$ cat src/core/gauge_pkg.sv
package gauge_pkg;
  localparam int DATA_W = 16;
  localparam int PADDR_W = 10;
  localparam logic [7:0] IDX_TERM = 8'h1e;
  localparam logic [7:0] IDX_REV = 8'h21;
  localparam logic [7:0] IDX_LEARN = 8'h28;
  localparam logic [PADDR_W-1:0] ADDR_TERM = {IDX_TERM, 2'h0};
  localparam logic [PADDR_W-1:0] ADDR_REV = {IDX_REV, 2'h0};
  localparam logic [PADDR_W-1:0] ADDR_LEARN = {IDX_LEARN, 2'h0};
  localparam logic [15:0] TERM_RESET = 16'h0640;
  localparam logic [15:0] LEARN_RESET = 16'h4486;
  localparam int LS_LSB = 4;
  localparam int LS_MSB = 6;
  localparam logic [2:0] LS_INIT = 3'h0;
  localparam logic [2:0] LS_MID = 3'h3;
  localparam logic [2:0] LS_FINAL = 3'h7;
  localparam logic [2:0] LS_IGN_LO = 3'h1;
  localparam logic [2:0] LS_IGN_HI = 3'h6;
  localparam logic [15:0] LS_MASK = 16'h0070;
  localparam logic [31:0] RDATA_IDLE = 32'h0000_0000;
  localparam int CLK_PERIOD_NS = 5;
  localparam int TERM_QUAL_NS = 1000;
  localparam int TERM_QUAL_CYC = (TERM_QUAL_NS + CLK_PERIOD_NS - 1) / CLK_PERIOD_NS;
  typedef enum logic [1:0] {
    CYC_NONE,
    CYC_ONE,
    CYC_TWO
  } cycle_cnt_t;
endpackage

$ cat src/core/learn_stage_ctrl.sv
`timescale 1ns/10ps
module learn_stage_ctrl
  import gauge_pkg::*;
(
  input wire logic sys_clk,
  input wire logic rstn,
  input wire logic host_wr,
  input wire logic [2:0] host_stage,
  input wire logic cycle_done,
  output logic [2:0] stage
);
  typedef struct packed {
    logic [2:0] stage;
    cycle_cnt_t cycles;
  } ls_state_t;

  ls_state_t state_r;
  ls_state_t state_nxt;

  always_comb begin
    state_nxt = state_r;
    if (host_wr && host_stage == LS_FINAL) begin
      state_nxt.stage = LS_FINAL;
      state_nxt.cycles = CYC_TWO;
    end else if (host_wr && host_stage == LS_INIT) begin
      state_nxt.stage = LS_INIT;
      state_nxt.cycles = CYC_NONE;
    end else if (cycle_done) begin
      case (state_r.cycles)
        CYC_NONE: begin
          state_nxt.stage = LS_MID;
          state_nxt.cycles = CYC_ONE;
        end
        CYC_ONE: begin
          state_nxt.stage = LS_FINAL;
          state_nxt.cycles = CYC_TWO;
        end
        CYC_TWO: begin
          state_nxt.stage = LS_FINAL;
        end
        default: begin
          state_nxt.stage = LS_FINAL;
          state_nxt.cycles = CYC_TWO;
        end
      endcase
    end
  end

  always_ff @(posedge sys_clk or negedge rstn) begin
    if (!rstn) begin
      state_r <= '{stage: LS_INIT, cycles: CYC_NONE};
    end else begin
      state_r <= state_nxt;
    end
  end

  assign stage = state_r.stage;
endmodule

$ cat src/core/gauge_term_learn_regs.sv
// Behaviour
// - Termination current register, 16 bits read/write, resets to 0x0640.
// - Termination detected when charge current stays at or below programmed value.
// - Revision register is readable so software can identify the part.
// - Adaptation register bits 6:4 hold the three-bit learn stage.
// - Learn stage is zero after reset; voltage estimate dominates.
// - Learn stage advances itself to 7 over two full battery cycles.
// - Software writing 7 moves the learn stage straight to final.
// - Software writes of learn stage 1 through 6 are ignored.
//
// Decided for this implementation: the APB slave port.
`timescale 1ns/10ps
module gauge_term_learn_regs
  import gauge_pkg::*;
#(
  parameter logic [15:0] REV_ID = 16'h5a01,
  parameter int QUAL_CYC = TERM_QUAL_CYC,
  parameter int QUAL_W = 16
)
(
  input wire logic sys_clk,
  input wire logic rstn,
  input wire logic psel,
  input wire logic penable,
  input wire logic pwrite,
  input wire logic [PADDR_W-1:0] paddr,
  input wire logic [31:0] pwdata,
  input wire logic [3:0] pstrb,
  output logic [31:0] prdata,
  output logic pready,
  output logic pslverr,
  input wire logic charging,
  input wire logic signed [15:0] batt_current,
  input wire logic full_cycle_done,
  output logic [15:0] term_current,
  output logic term_detected,
  output logic [2:0] learn_stage
);
  // REV_ID default is an arbitrary neutral value

  typedef struct packed {
    logic pready;
    logic pslverr;
    logic [31:0] prdata;
    logic [15:0] term;
    logic [15:0] cfg;
    logic [QUAL_W-1:0] qual_cnt;
    logic term_det;
  } regs_state_t;

  regs_state_t state_r;
  regs_state_t state_nxt;

  logic access;
  logic wr_done;
  logic rd_take;
  logic hit_term;
  logic hit_rev;
  logic hit_learn;
  logic mapped;
  logic below_term;
  logic learn_wr;
  logic [2:0] stage;
  logic [15:0] wr_half;
  logic [15:0] wr_mask;

  localparam logic [QUAL_W-1:0] QUAL_LAST = QUAL_W'(QUAL_CYC - 1);

  assign access = psel && penable;
  assign wr_done = access && state_r.pready && pwrite;
  assign rd_take = access && !state_r.pready;
  assign hit_term = paddr == ADDR_TERM;
  assign hit_rev = paddr == ADDR_REV;
  assign hit_learn = paddr == ADDR_LEARN;
  assign mapped = hit_term || hit_rev || hit_learn;
  assign wr_mask = {{8{pstrb[1]}}, {8{pstrb[0]}}};
  assign wr_half = pwdata[15:0];
  assign learn_wr = wr_done && hit_learn && pstrb[0];

  assign below_term = !batt_current[15] && (16'(batt_current) <= state_r.term);

  always_comb begin
    state_nxt = state_r;
    state_nxt.pready = 1'b0;
    // One wait state: answer is registered on the same edge that raises pready
    if (rd_take) begin
      state_nxt.pready = 1'b1;
      state_nxt.pslverr = !mapped || (pwrite && hit_rev);
      state_nxt.prdata = RDATA_IDLE;
      if (!pwrite) begin
        if (hit_term) begin
          state_nxt.prdata = {16'h0000, state_r.term};
        end else if (hit_rev) begin
          state_nxt.prdata = {16'h0000, REV_ID};
        end else if (hit_learn) begin
          state_nxt.prdata = {16'h0000, state_r.cfg[15:LS_MSB+1], stage,
                              state_r.cfg[LS_LSB-1:0]};
        end
      end
    end
    if (wr_done && hit_term) begin
      state_nxt.term = (state_r.term & ~wr_mask) | (wr_half & wr_mask);
    end
    if (wr_done && hit_learn) begin
      state_nxt.cfg = (state_r.cfg & ~(wr_mask & ~LS_MASK)) | (wr_half & wr_mask & ~LS_MASK);
    end
    if (!charging) begin
      state_nxt.qual_cnt = '0;
      state_nxt.term_det = 1'b0;
    end else if (!below_term) begin
      state_nxt.qual_cnt = '0;
    end else if (state_r.qual_cnt == QUAL_LAST) begin
      state_nxt.term_det = 1'b1;
    end else begin
      state_nxt.qual_cnt = state_r.qual_cnt + 1'b1;
    end
  end

  always_ff @(posedge sys_clk or negedge rstn) begin
    if (!rstn) begin
      state_r <= '{pready: 1'b0, pslverr: 1'b0, prdata: RDATA_IDLE, term: TERM_RESET,
                   cfg: LEARN_RESET, qual_cnt: '0, term_det: 1'b0};
    end else begin
      state_r <= state_nxt;
    end
  end

  learn_stage_ctrl u_learn (
    .sys_clk(sys_clk),
    .rstn(rstn),
    .host_wr(learn_wr),
    .host_stage(wr_half[LS_MSB:LS_LSB]),
    .cycle_done(full_cycle_done),
    .stage(stage)
  );

  assign prdata = state_r.prdata;
  assign pready = state_r.pready;
  assign pslverr = state_r.pslverr;
  assign term_current = state_r.term;
  assign term_detected = state_r.term_det;
  assign learn_stage = stage;

  logic [QUAL_W-1:0] det_age;
  always_ff @(posedge sys_clk or negedge rstn) begin
    if (!rstn) begin
      det_age <= '0;
    end else if (!charging || !below_term) begin
      det_age <= '0;
    end else if (det_age != QUAL_LAST) begin
      det_age <= det_age + 1'b1;
    end
  end

  a_pready_one_wait: assert property (@(posedge sys_clk) disable iff (!rstn)
    psel && penable && !pready |=> pready)
    else $error("pready not one cycle after access");

  a_pready_single: assert property (@(posedge sys_clk) disable iff (!rstn)
    pready |=> !pready)
    else $error("pready held longer than one cycle");

  a_term_write_takes: assert property (@(posedge sys_clk) disable iff (!rstn)
    psel && penable && pready && pwrite && paddr == ADDR_TERM && pstrb[1:0] == 2'b11
    |=> term_current == $past(pwdata[15:0]))
    else $error("termination write not stored");

  a_term_hold_idle: assert property (@(posedge sys_clk) disable iff (!rstn)
    !(psel && penable && pready && pwrite && paddr == ADDR_TERM)
    |=> $stable(term_current))
    else $error("termination register changed without write");

  a_term_detect_cause: assert property (@(posedge sys_clk) disable iff (!rstn)
    $rose(term_detected) |-> $past(charging) && $past(det_age) == QUAL_LAST)
    else $error("termination flagged without qualified low current");

  a_term_drop_charge: assert property (@(posedge sys_clk) disable iff (!rstn)
    !charging |=> !term_detected)
    else $error("termination flag kept while not charging");

  a_rev_read_value: assert property (@(posedge sys_clk) disable iff (!rstn)
    psel && penable && pready && !pwrite && paddr == ADDR_REV
    |-> prdata == {16'h0000, REV_ID} && !pslverr)
    else $error("revision readback wrong");

  a_learn_read_map: assert property (@(posedge sys_clk) disable iff (!rstn)
    psel && penable && pready && !pwrite && paddr == ADDR_LEARN
    |-> prdata[LS_MSB:LS_LSB] == $past(learn_stage) && prdata[31:16] == 16'h0000)
    else $error("learn stage not in bits 6:4");

  a_stage_leave_zero: assert property (@(posedge sys_clk) disable iff (!rstn)
    $past(learn_stage) == LS_INIT && learn_stage != LS_INIT
    |-> $past(full_cycle_done) || $past(learn_wr))
    else $error("learn stage left zero without cause");

  a_stage_two_cycles: assert property (@(posedge sys_clk) disable iff (!rstn)
    learn_stage == LS_MID && full_cycle_done && !learn_wr |=> learn_stage == LS_FINAL)
    else $error("second cycle did not reach final stage");

  a_host_final_jump: assert property (@(posedge sys_clk) disable iff (!rstn)
    learn_wr && pwdata[LS_MSB:LS_LSB] == LS_FINAL |=> learn_stage == LS_FINAL [*2])
    else $error("write of 7 did not reach final stage");

  a_ignore_mid_write: assert property (@(posedge sys_clk) disable iff (!rstn)
    learn_wr && pwdata[LS_MSB:LS_LSB] >= LS_IGN_LO && pwdata[LS_MSB:LS_LSB] <= LS_IGN_HI
    && !full_cycle_done |=> $stable(learn_stage))
    else $error("ignored stage value changed learn stage");

  a_other_bits_kept: assert property (@(posedge sys_clk) disable iff (!rstn)
    psel && penable && pready && pwrite && paddr == ADDR_LEARN && pstrb[1:0] == 2'b11
    |=> (state_r.cfg & ~LS_MASK) == ($past(pwdata[15:0]) & ~LS_MASK))
    else $error("other adaptation bits not stored");

  a_unmapped_error: assert property (@(posedge sys_clk) disable iff (!rstn)
    psel && penable && pready && paddr != ADDR_TERM && paddr != ADDR_REV
    && paddr != ADDR_LEARN |-> pslverr && prdata == RDATA_IDLE)
    else $error("unmapped access not flagged");
endmodule

$ cat config.mk
export PLATFORM = sky130hd
export DESIGN_NAME = gauge_term_learn_regs
export DESIGN_NICKNAME = d
export VERILOG_FILES = /design/src/core/gauge_pkg.sv /design/src/core/learn_stage_ctrl.sv /design/src/core/gauge_term_learn_regs.sv
export SDC_FILE = /design/constraint.sdc
export NUM_CORES = 1
export LEC_CHECK = 0
export BUFFER_PORTS_ARGS = -buffer_cell sky130_fd_sc_hd__buf_2
export CORE_MARGIN = 5
export CORE_UTILIZATION = 55
export DETAILED_ROUTE_END_ITERATION = 6
export MAX_ROUTING_LAYER = met4
export PLACE_DENSITY = 0.95
export SLEW_MARGIN = 20
export SYNTH_ARGS = -nofsm -noshare
export SYNTH_HDL_FRONTEND = slang
export SYNTH_SLANG_ARGS = --single-unit
$ cat constraint.sdc
create_clock -name sys_clk -period 3.5 [get_ports sys_clk]
set_input_delay 0.525 -clock sys_clk [delete_from_list [all_inputs] [get_ports sys_clk]]
set_output_delay 0.525 -clock sys_clk [all_outputs]
set_load 0.01 [all_outputs]
==> metrics.md, run 1 <==
| Metric | Value |
|---|---|
| Status | finished, final reports clean |
| Clock sink count | approximately 70 |
| DRT Wirelength | between 8 and 9 mm |
| CTS tree | done |
| CP bufs+invs | 1 |
| Largest family of logic cells by synthesized area | simple AND/OR/NAND/NOR gates |
| I/O pins | 123 |
| Initial antenna violation count | 0 |
| Clock insertion delay at the later pin of the skew report | about 340 ps |
| Diode count | 0 |
| Final setup viols | 0 |
| Worst path max stage delay | between 600 and 700 ps |
| Min-Delay Path Class | input port to asynchronous set/reset pin |
| Simple-Gate Fraction of Synth Area | ~14% |
| Post-synthesis mux area share | around 4.4% |
| Core Box Area | around 0.0068 mm^2 |
| Top FF cell, synth | dfrtp_1 |
| H-tree depth | 3 |
| Fin crit share | around 75% |
| Synth unique cells | between 40 and 50 |
| DR vias | just over 3000 |
| Worst-path clk slew | ~70 ps |
| Worst Setup Start Kind | flop |
| Number of global-route vias before repair | 3102 |
| Die area | around 0.009 mm^2 |
| Clock power frac | 40.8% |
| Slew Limit Fails | 0 |
| Pint | 1220 uW |
| Post-synthesis compound-gate area fraction | between 10% and 20% |
| PostCTS Resize Cnt | 0 |
| Die height | between 90 and 100 um |
| 1st-iter DRT viols | around 210 |
| Final ANT Viol Nets | 0 |
| Top cells by area, synth | dfrtp_1, buf_4, ha_1 |
| Adder-cell area share of the yosys netlist | about 5.5% |
| Cells after synthesis | ~400 |
| Worst path depth | 6 |
| Net Sw Frac | approximately 24% |
| Clock period minus final worst setup slack | 2640 ps |
| Yosys Warn Count | 0 |
| CP max-delay cell | nor4_1 |
| Cts bufs inserted | 9 |
| GPL Wtd Cong | a little under 1 |
| Port buffer count | between 80 and 90 |
| Standard-cell rows | 30 |
| Total track usage | 22.0% |
| Largest net degree at the start of global routing | 69 |
| WL/cell | between 15 and 20 um |
| Total congestion overflow | 0 |
| Psw | slightly below 400 uW |
| EDFF count, synth | 0 |
| Worst reg2reg path depth | 6 |
| Power, Total | around 1600 uW |
| # nets final | approximately 530 |
| First-pass GRT wire length | 14.6 mm |
| Synthesized area per cell | 9.77 um^2 |
| Seq/Total Area, Yosys | 44.5% |
| Leak | roughly 0.0021 uW |
| Drt pass-1 iters | 7 |
| CTS Hold Bufs | 0 |
| HPWL after DPL | between 6 and 7 mm |
| Seq pwr share | 50.5% |
| Clock Skew | 6.44 ps |
| Finished Core Util | a little over three fifths |
| Cell chain of the critical path | inv_1, ha_1, nand4_1, nor4_1, a221o_1, o21ai_0 |
| Worst endpoint data arrival time | ~2800 ps |
| Mapped Area | roughly 0.0038 mm^2 |
| Clock Path Buffers | 2 |
| Final Hold Fails | 0 |
| Synth top area share | between 30% and 40% |
| WP data required | around 3700 ps |
| Final WS setup | about 860 ps |
| Critical path peak fanout | 17 |
| Avg Vias per Cell | around 5.6 |
| Clock root cell | clkbuf_8 |
| Yosys reg bits | slightly below 70 |
| Relative slew slack | between 40% and 50% |
| Hold slack final | between 300 and 400 ps |
| Setup Crit Path Kind | flop to flop |
| FFs w/ async S/R, synth | between 90% and 100% |
| RSZ-0062 raised after global routing | false |
| Residual DRC | 0 |
| Area growth, synth to finish | 10.4% |
| Comb power frac | 8.7% |
| PwrDens | 381 mW/mm^2 |
| Crit end category | flop |
| Fmax | 0.379 GHz |
| Family with the most delay on the worst path | compound AO/OA/AOI/OAI gates |
| Worst VDD drop | between 0.2 and 0.25 mV |
| Postcts setup bufs | 0 |
| Initial core utilization | 56.6% |
| Fraction of layout cells with a size suffix above 1 | between 30% and 40% |
| Leading area contributor after synthesis | dfrtp_1 |
| Max_cap viols | 0 |
| Slew @ Worst Pin | between 800 and 900 ps |
| Setup Slack @ Placement | ~790 ps |
| Post-Synth XOR/XNOR Area | approximately 3.4% |
| Die W | 93.7 um |
| TNS Setup | 0 ps |
cells in the final DEF, fill, tap and decap left out, types with 8 or more instances in the layout:
| cell | n |
|---|---|
| dfrtp_1 | 60 |
| a21oi_1 | 27 |
| conb_1 | 16 |
| o21ai_0 | 34 |
| dfstp_2 | 8 |
| nand4_1 | 8 |
| nand2_1 | 43 |
| buf_2 | 88 |
| mux2_2 | 14 |
| a22oi_1 | 9 |
| ha_1 | 17 |
| inv_1 | 21 |
| nor2_1 | 12 |
| clkbuf_8 | 11 |
| xor2_1 | 8 |
kinds of logic after synthesis:
kind of cell	count (synthesis)
other cells	1
fa+ha+maj	17
buf+inv	87
simple gates	102
mux	15
flops	68
xor+xnor	15
compound gates	89
synthesized netlist by cell type, drive strengths merged, types with 9 or more instances:
cell   count
dfrtp     60
buf       58
nand2     43
o21ai     34
a21oi     27
inv       21
ha        17
mux2      14
nor2      12
a22oi      9
power groups by stage:
stage          Sequential, uW  Combinational (uW)  Clock [uW]
6_report                  816                 141         660
5_1_grt                   819                 157         710
4_1_cts                   816                 141         667
3_5_place_dp              831                 140           0
3_3_place_gp              829                 134           0
2_1_floorplan             830                83.8           0
path summary, 6_finish.rpt:
| path | from | end | slack [ps] |
|---|---|---|---|
| setup reg to reg | flop | term_detected | 860 |
| max in group asynchronous | rstn | asynchronous set/reset pin | 2590 |
| setup / recovery | flop | term_detected | 860 |
| min in group sys_clk | pwdata[8] | flop | 400 |
| hold reg to reg | prdata[3] | prdata[3] | 480 |
| hold / removal | rstn | asynchronous set/reset pin | 360 |
per-layer routing:
| layer | GRT usage [%] | vias to the layer above | part of all wire [%] |
|---|---|---|---|
| li1 | - | 1412 | - |
| met1 | 26.8 | 1472 | 40 |
| met2 | 35.6 | 136 | 50 |
| met3 | 4.57 | 25 | 7.7 |
| met4 | 9.63 | 0 | 2.3 |
| met5 | - | - | 0 |
through the flow:
stage	cells	cell area, um^2
after detailed placement	532	4050
final	548	4250
after CTS	548	4250
after global placement	532	4050
after global routing	548	4250
after floorplan	409	3910
area by class of cell:
type	instances	area (um^2)
inverters	21	78.8
fillers	541	2540
multi-input cells	254	1660
clock buffers	12	155
well taps	96	120
clock inverters	4	47.5
flip-flops and latches	68	1710
repair buffers	93	478
Note: power is estimated with default switching activity, not from simulation.
==> run 2: changes to the inputs <==
- CORE_UTILIZATION: 55 -> 51
- PLACE_DENSITY: 0.95 -> 0.91
- clock period: 3.5 -> 2.6 ns (I/O delays scaled with it)
==> metrics.md, run 2 (synthesized netlist as in run 1, its figures left out) <==
| Metric | Value |
|---|---|
| Initial antenna violation count | 0 (unchanged) |
| Met3 GRT Util | 4.75% (+0.18 points) |
| Pint | 1600 uW (+31%) |
| GPL Wtd Cong | 0.880 (-8.5%) |
| Most frequent cells in the layout | buf_2, dfrtp_1, nand2_1, o21ai_0, a21oi_1 |
| Leak | 0.00216 uW (+0.75%) |
| Area growth, synth to finish | 11.0% |
| Setup Crit Path Kind | flop to flop |
| Final ANT Viol Nets | 0 (unchanged) |
| Worst Setup Start Kind | flop |
| TNS Setup | 0 ps (unchanged) |
| Clock Path Buffers | 2 (unchanged) |
| Filler cell count | 641 (+18%) |
| Postcts setup bufs | 0 (unchanged) |
| Seq pwr share | 52.0% (+1.5 points) |
| Clock power frac | 38.8% (-2.0 points) |
| PwrDens | 495 mW/mm^2 (+30%) |
| WP data required | 2850 ps (-850 ps) |
| Final Hold Fails | 0 (unchanged) |
| Die height | 96.9 um (+3.4%) |
| Net Sw Frac | 24.1% (-0.18 points) |
| Min-Delay Path Class | input port to asynchronous set/reset pin |
| Met1 usage | 23.8% (-3.0 points) |
| Crit end category | flop |
| Final setup viols | 0 (unchanged) |
| Clock insertion delay at the later pin of the skew report | 340 ps (about the same) |
| Slew Limit Fails | 0 (unchanged) |
| DRT Wirelength | 9.29 mm (+3.6%) |
| PostCTS Resize Cnt | 0 (unchanged) |
| # nets final | 536 (+0.56%) |
| Global routing met2 resource utilization | 34.3% (-1.3 points) |
| Total track usage | 20.8% (-1.2 points) |
| FF-to-FF setup slack | 440 ps (-420 ps) |
| Avg Vias per Cell | 5.63 (+1.3%) |
| WL/cell | 16.8 um (+2.7%) |
| Worst-path clk slew | 70 ps (about the same) |
| Hold slack final | 83.2 ps (-273 ps) |
| Core Box Area | 0.00729 mm^2 (+7.3%) |
| I/O pins | 123 (unchanged) |
| Commonest non-fill, non-tap cell in the layout | buf_2 |
| Number of global-route vias before repair | 3252 (+4.8%) |
| Cts bufs inserted | 9 (unchanged) |
| Comb power frac | 9.2% (+0.5 points) |
| R2R Path End | state_r[10] |
| Worst endpoint data arrival time | 2410 ps (-430 ps) |
| Clock period minus final worst setup slack | 2160 ps (-475 ps) |
| Clock sink count | 68 (unchanged) |
| Die area | 0.00938 mm^2 (+7.0%) |
| Multi-input combinational cell area | 0.00166 mm^2 (unchanged) |
| Fmax | 0.463 GHz (+22%) |
| 1st-iter DRT viols | 221 (+3.3%) |
| GRT Max-Usage Layer | met2 |
| Slew @ Worst Pin | 669 ps (-175 ps) |
| CTS tree | done |
| Die W | 96.9 um (+3.4%) |
| Status | finished, final reports clean |
| Largest net degree at the start of global routing | 42 (-39%) |
| Clock Skew | 10.2 ps (+3.77 ps) |
| CTS Hold Bufs | 0 (unchanged) |
| Diode count | 0 (unchanged) |
| Clock root cell | clkbuf_8 |
| Total congestion overflow | 0 (unchanged) |
| Fin crit share | 83.1% (+7.8 points) |
| Standard-cell rows | 31 (+3.3%) |
| DR vias | 3112 (+2.2%) |
| Relative slew slack | 55.4% (+12 points) |
| Fraction of layout cells with a size suffix above 1 | 30.4% (+0.31 points) |
| HPWL after DPL | 6.99 mm (+5.4%) |
| Reg area | 0.00171 mm^2 (unchanged) |
| Port buffer count | 88 (unchanged) |
| Drt pass-1 iters | 4 (-3) |
| First-pass GRT wire length | 15.4 mm (+5.5%) |
| Critical path peak fanout | 16 (-1) |
| Worst reg2reg path depth | 7 (+1) |
| Psw | 510 uW (+30%) |
| RSZ-0062 raised after global routing | false |
| Residual DRC | 0 (unchanged) |
| Worst VDD drop | 0.309 mV (+52%) |
| Initial core utilization | 52.8% (-3.9 points) |
| Max_cap viols | 0 (unchanged) |
| H-tree depth | 3 (unchanged) |
-- run 2: cell type report --
type / count / area share [%]
clock buffers: 14 / 4.28
clock inverters: 1 / 0.117
inverters: 21 / 1.84
multi-input cells: 254 / 38.8
flip-flops and latches: 68 / 40.1
well taps: 99 / 2.90
repair buffers: 96 / 12.0
-- run 2: worst max path at each step --
stage | end | start | slack (ps)
after floorplan | state_r[10] | flop | 520
after global placement | flop | paddr[1] | 250
after detailed placement | flop | paddr[1] | 200
after CTS | state_r[10] | flop | 420
after global routing | state_r[15] | flop | 290
final | state_r[10] | flop | 440
-- run 2: worst max-delay path, cell delays in order (launching register included) --
cell	delay (ps)
dfstp_2	530
inv_1	80
ha_1	310
nand4_1	130
nor4_1	420
nand4_1	210
buf_4	240
a21oi_1	150
-- run 2: power by group through the flow --
stage / sequential [uW] / combinational (uW) / clock [uW]
finish: 1100 / 195 / 820
global route: 1100 / 215 / 885
CTS: 1100 / 195 / 825
detailed placement: 1120 / 193 / 0
global placement: 1120 / 185 / 0
floorplan: 1120 / 113 / 0
-- run 2: routing by layer --
layer	part of all wire, %	vias up
met5	0	-
met4	2.9	0
met3	6.8	24
met2	51	133
met1	40	1531
li1	-	1424
-- run 2: through the flow --
step	area (um^2)	utilization (%)	setup slack (ps)	power [uW]	instances
after floorplan	3910	-	522	1230	409
after global placement	4090	56.0	250	1300	538
after detailed placement	4090	56.0	205	1310	538
after CTS	4270	58.6	424	2120	553
after global routing	4270	58.6	291	2200	553
final	4270	58.6	439	2110	553
==> run 3: changes to the inputs <==
- CORE_UTILIZATION: 51 -> 46
- PLACE_DENSITY: 0.91 -> 0.87
- clock period: 2.6 -> 1.95 ns (I/O delays scaled with it)
==> metrics.md, run 3 (synthesized netlist as in run 1, its figures left out) <==
| Metric | Value |
|---|---|
| Status | finished with violations |
| Violated checks | negative setup slack |
| Largest net degree at the start of global routing | 69 (+64%) |
| Port buffer count | 88 (unchanged) |
| Worst Setup Start Kind | flop |
| WL/cell | 16.6 um (-1.2%) |
| R2R Path End | state_r[8] |
| 1st-iter DRT viols | 217 (-1.8%) |
| Non-Filler Instances | 590 (+6.7%) |
| RSZ-0062 raised after global routing | true |
| Most frequent cells in the layout | buf_2, dfrtp_1, nand2_1, o21ai_0, buf_4 |
| FF-to-FF setup slack | -110 ps (-550 ps) |
| Number of global-route vias before repair | 3216 (-1.1%) |
| Reg area | 0.00171 mm^2 (unchanged) |
| Fin crit share | 106% (+23 points) |
| Fraction of layout cells with a size suffix above 1 | 41.2% (+11 points) |
| Drt pass-1 iters | 5 (+1) |
| Clock Skew | 10.8 ps (+0.567 ps) |
| Worst hold stages | 3 |
| Initial antenna violation count | 0 (unchanged) |
| Die W | 101 um (+4.7%) |
| Clock period minus final worst setup slack | 2060 ps (-101 ps) |
| Final WS setup | -110 ps (-549 ps) |
| H-tree depth | 3 (unchanged) |
| Critical path peak fanout | 5 (-11) |
| Final ANT Viol Nets | 0 (unchanged) |
| Leak | 0.00229 uW (+5.8%) |
| DR vias | 3140 (+0.90%) |
| Cell chain of the critical path | inv_2, ha_4, nand4_1, buf_4, nor4_4, a221o_2, buf_6, a21oi_2 |
| Core Box Area | 0.00818 mm^2 (+12%) |
| Worst-path clk slew | 70 ps (about the same) |
| CTS tree | done |
| WP data required | 2170 ps (-680 ps) |
| Initial core utilization | 47.1% (-5.7 points) |
| Worst path max stage delay | 370 ps (-160 ps) |
| Clock Path Buffers | 2 (unchanged) |
| Final setup viols | 17 (+17) |
| Cts bufs inserted | 9 (unchanged) |
| Clock insertion delay at the later pin of the skew report | 340 ps (about the same) |
| Cell count after placement | 567 (+5.4%) |
| Standard-cell rows | 33 (+6.5%) |
| Die height | 101 um (+4.7%) |
| HP Start | pwdata[11] |
| Avg Vias per Cell | 5.32 (-5.4%) |
| Hold slack final | 175 ps (+92.1 ps) |
| Worst VDD drop | 0.304 mV (-1.6%) |
| Die area | 0.0103 mm^2 (+9.7%) |
| Crit end category | flop |
| Commonest non-fill, non-tap cell in the layout | buf_2 |
| HPWL after DPL | 7.27 mm (+4.0%) |
| Total congestion overflow | 0 (unchanged) |
| PwrDens | 578 mW/mm^2 (+17%) |
| Fmax | 0.485 GHz (+4.9%) |
| Diode count | 0 (unchanged) |
| CP max-delay cell | dfrtp_1 |
| Residual DRC | 0 (unchanged) |
| Multi-input combinational cell area | 0.00185 mm^2 (+11%) |
| Min-Delay Path Class | input port to flop |
| Worst reg2reg path depth | 8 (+1) |
| # nets final | 566 (+5.6%) |
| Power, Total | 2720 uW (+29%) |
| GPL Wtd Cong | 0.907 (+3.1%) |
| Clock sink count | 68 (unchanged) |
| Setup Crit Path Kind | flop to flop |
| First-pass GRT wire length | 15.7 mm (+1.7%) |
| DRT Wirelength | 9.80 mm (+5.4%) |
| I/O pins | 123 (unchanged) |
| Max_cap viols | 0 (unchanged) |
| Final Hold Fails | 0 (unchanged) |
| Clock root cell | clkbuf_8 |
| Area growth, synth to finish | 22.3% |
| Filler cell count | 707 (+10%) |
| Total track usage | 20.2% (-0.60 points) |
| Slew Limit Fails | 0 (unchanged) |
| Worst endpoint data arrival time | 2280 ps (-130 ps) |
==> run 3: what timing repair did <==
action	in CTS	in global routing
cloned	1	0
gates resized for setup	30	5
pin swaps	8	2
buffers inserted	3	2
setup endpoints to repair	17	17
hold endpoints to repair	60	0
hold buffers	1	0
==> run 3: cell type report <==
type	instances	share of cell area, %
clock buffers	13	2.95
flip-flops and latches	68	36.4
inverters	21	1.67
well taps	105	2.79
multi-input cells	254	39.3
repair buffers	126	16.7
clock inverters	3	0.319
==> run 3: stage by stage <==
| step | utilization [%] | setup slack, ps | cell area, um^2 | TNS, ps |
|---|---|---|---|---|
| 5_1_grt | 57.6 | -220 | 4710 | -3260 |
| 6_report | 57.6 | -110 | 4710 | -1600 |
| 4_1_cts | 56.9 | -75.4 | 4660 | -1110 |
| 3_5_place_dp | 53.2 | -202 | 4350 | -4510 |
| 2_1_floorplan | - | -18.4 | 3980 | -115 |
| 3_3_place_gp | 53.2 | -153 | 4350 | -3010 |
==> run 3: layer usage <==
metal	global-route usage, %	share of wire [%]	vias up
met5	-	0	-
met4	6.34	1.8	0
met3	4.13	6.1	15
met2	34.9	52	121
met1	23.5	40	1520
li1	-	-	1484
==> run 3: critical path, delay by kind of cell (launching register included) <==
kind / cells / cell delay [ps]
and+or+nand+nor: 2 / 510
buffers and inverters: 3 / 450
DFF: 1 / 370
AOI/OAI and AO/OA: 2 / 340
adders and majority gates: 1 / 270
==> run 3: worst max-delay path by stage <==
stage | startpoint | to | slack (ps) | cells past startpoint
finish | flop | state_r[8] | -110 | 8
global route | flop | state_r[1] | -220 | 8
CTS | flop | state_r[1] | -80 | 8
detailed placement | paddr[2] | flop | -200 | 6
global placement | paddr[1] | flop | -150 | 6
floorplan | flop | state_r[10] | -20 | 8
==> run 3: power breakdown <==
group          internal [uW]  switching, uW
Combinational            124            173
Clock                    457            499
Sequential              1440           22.9
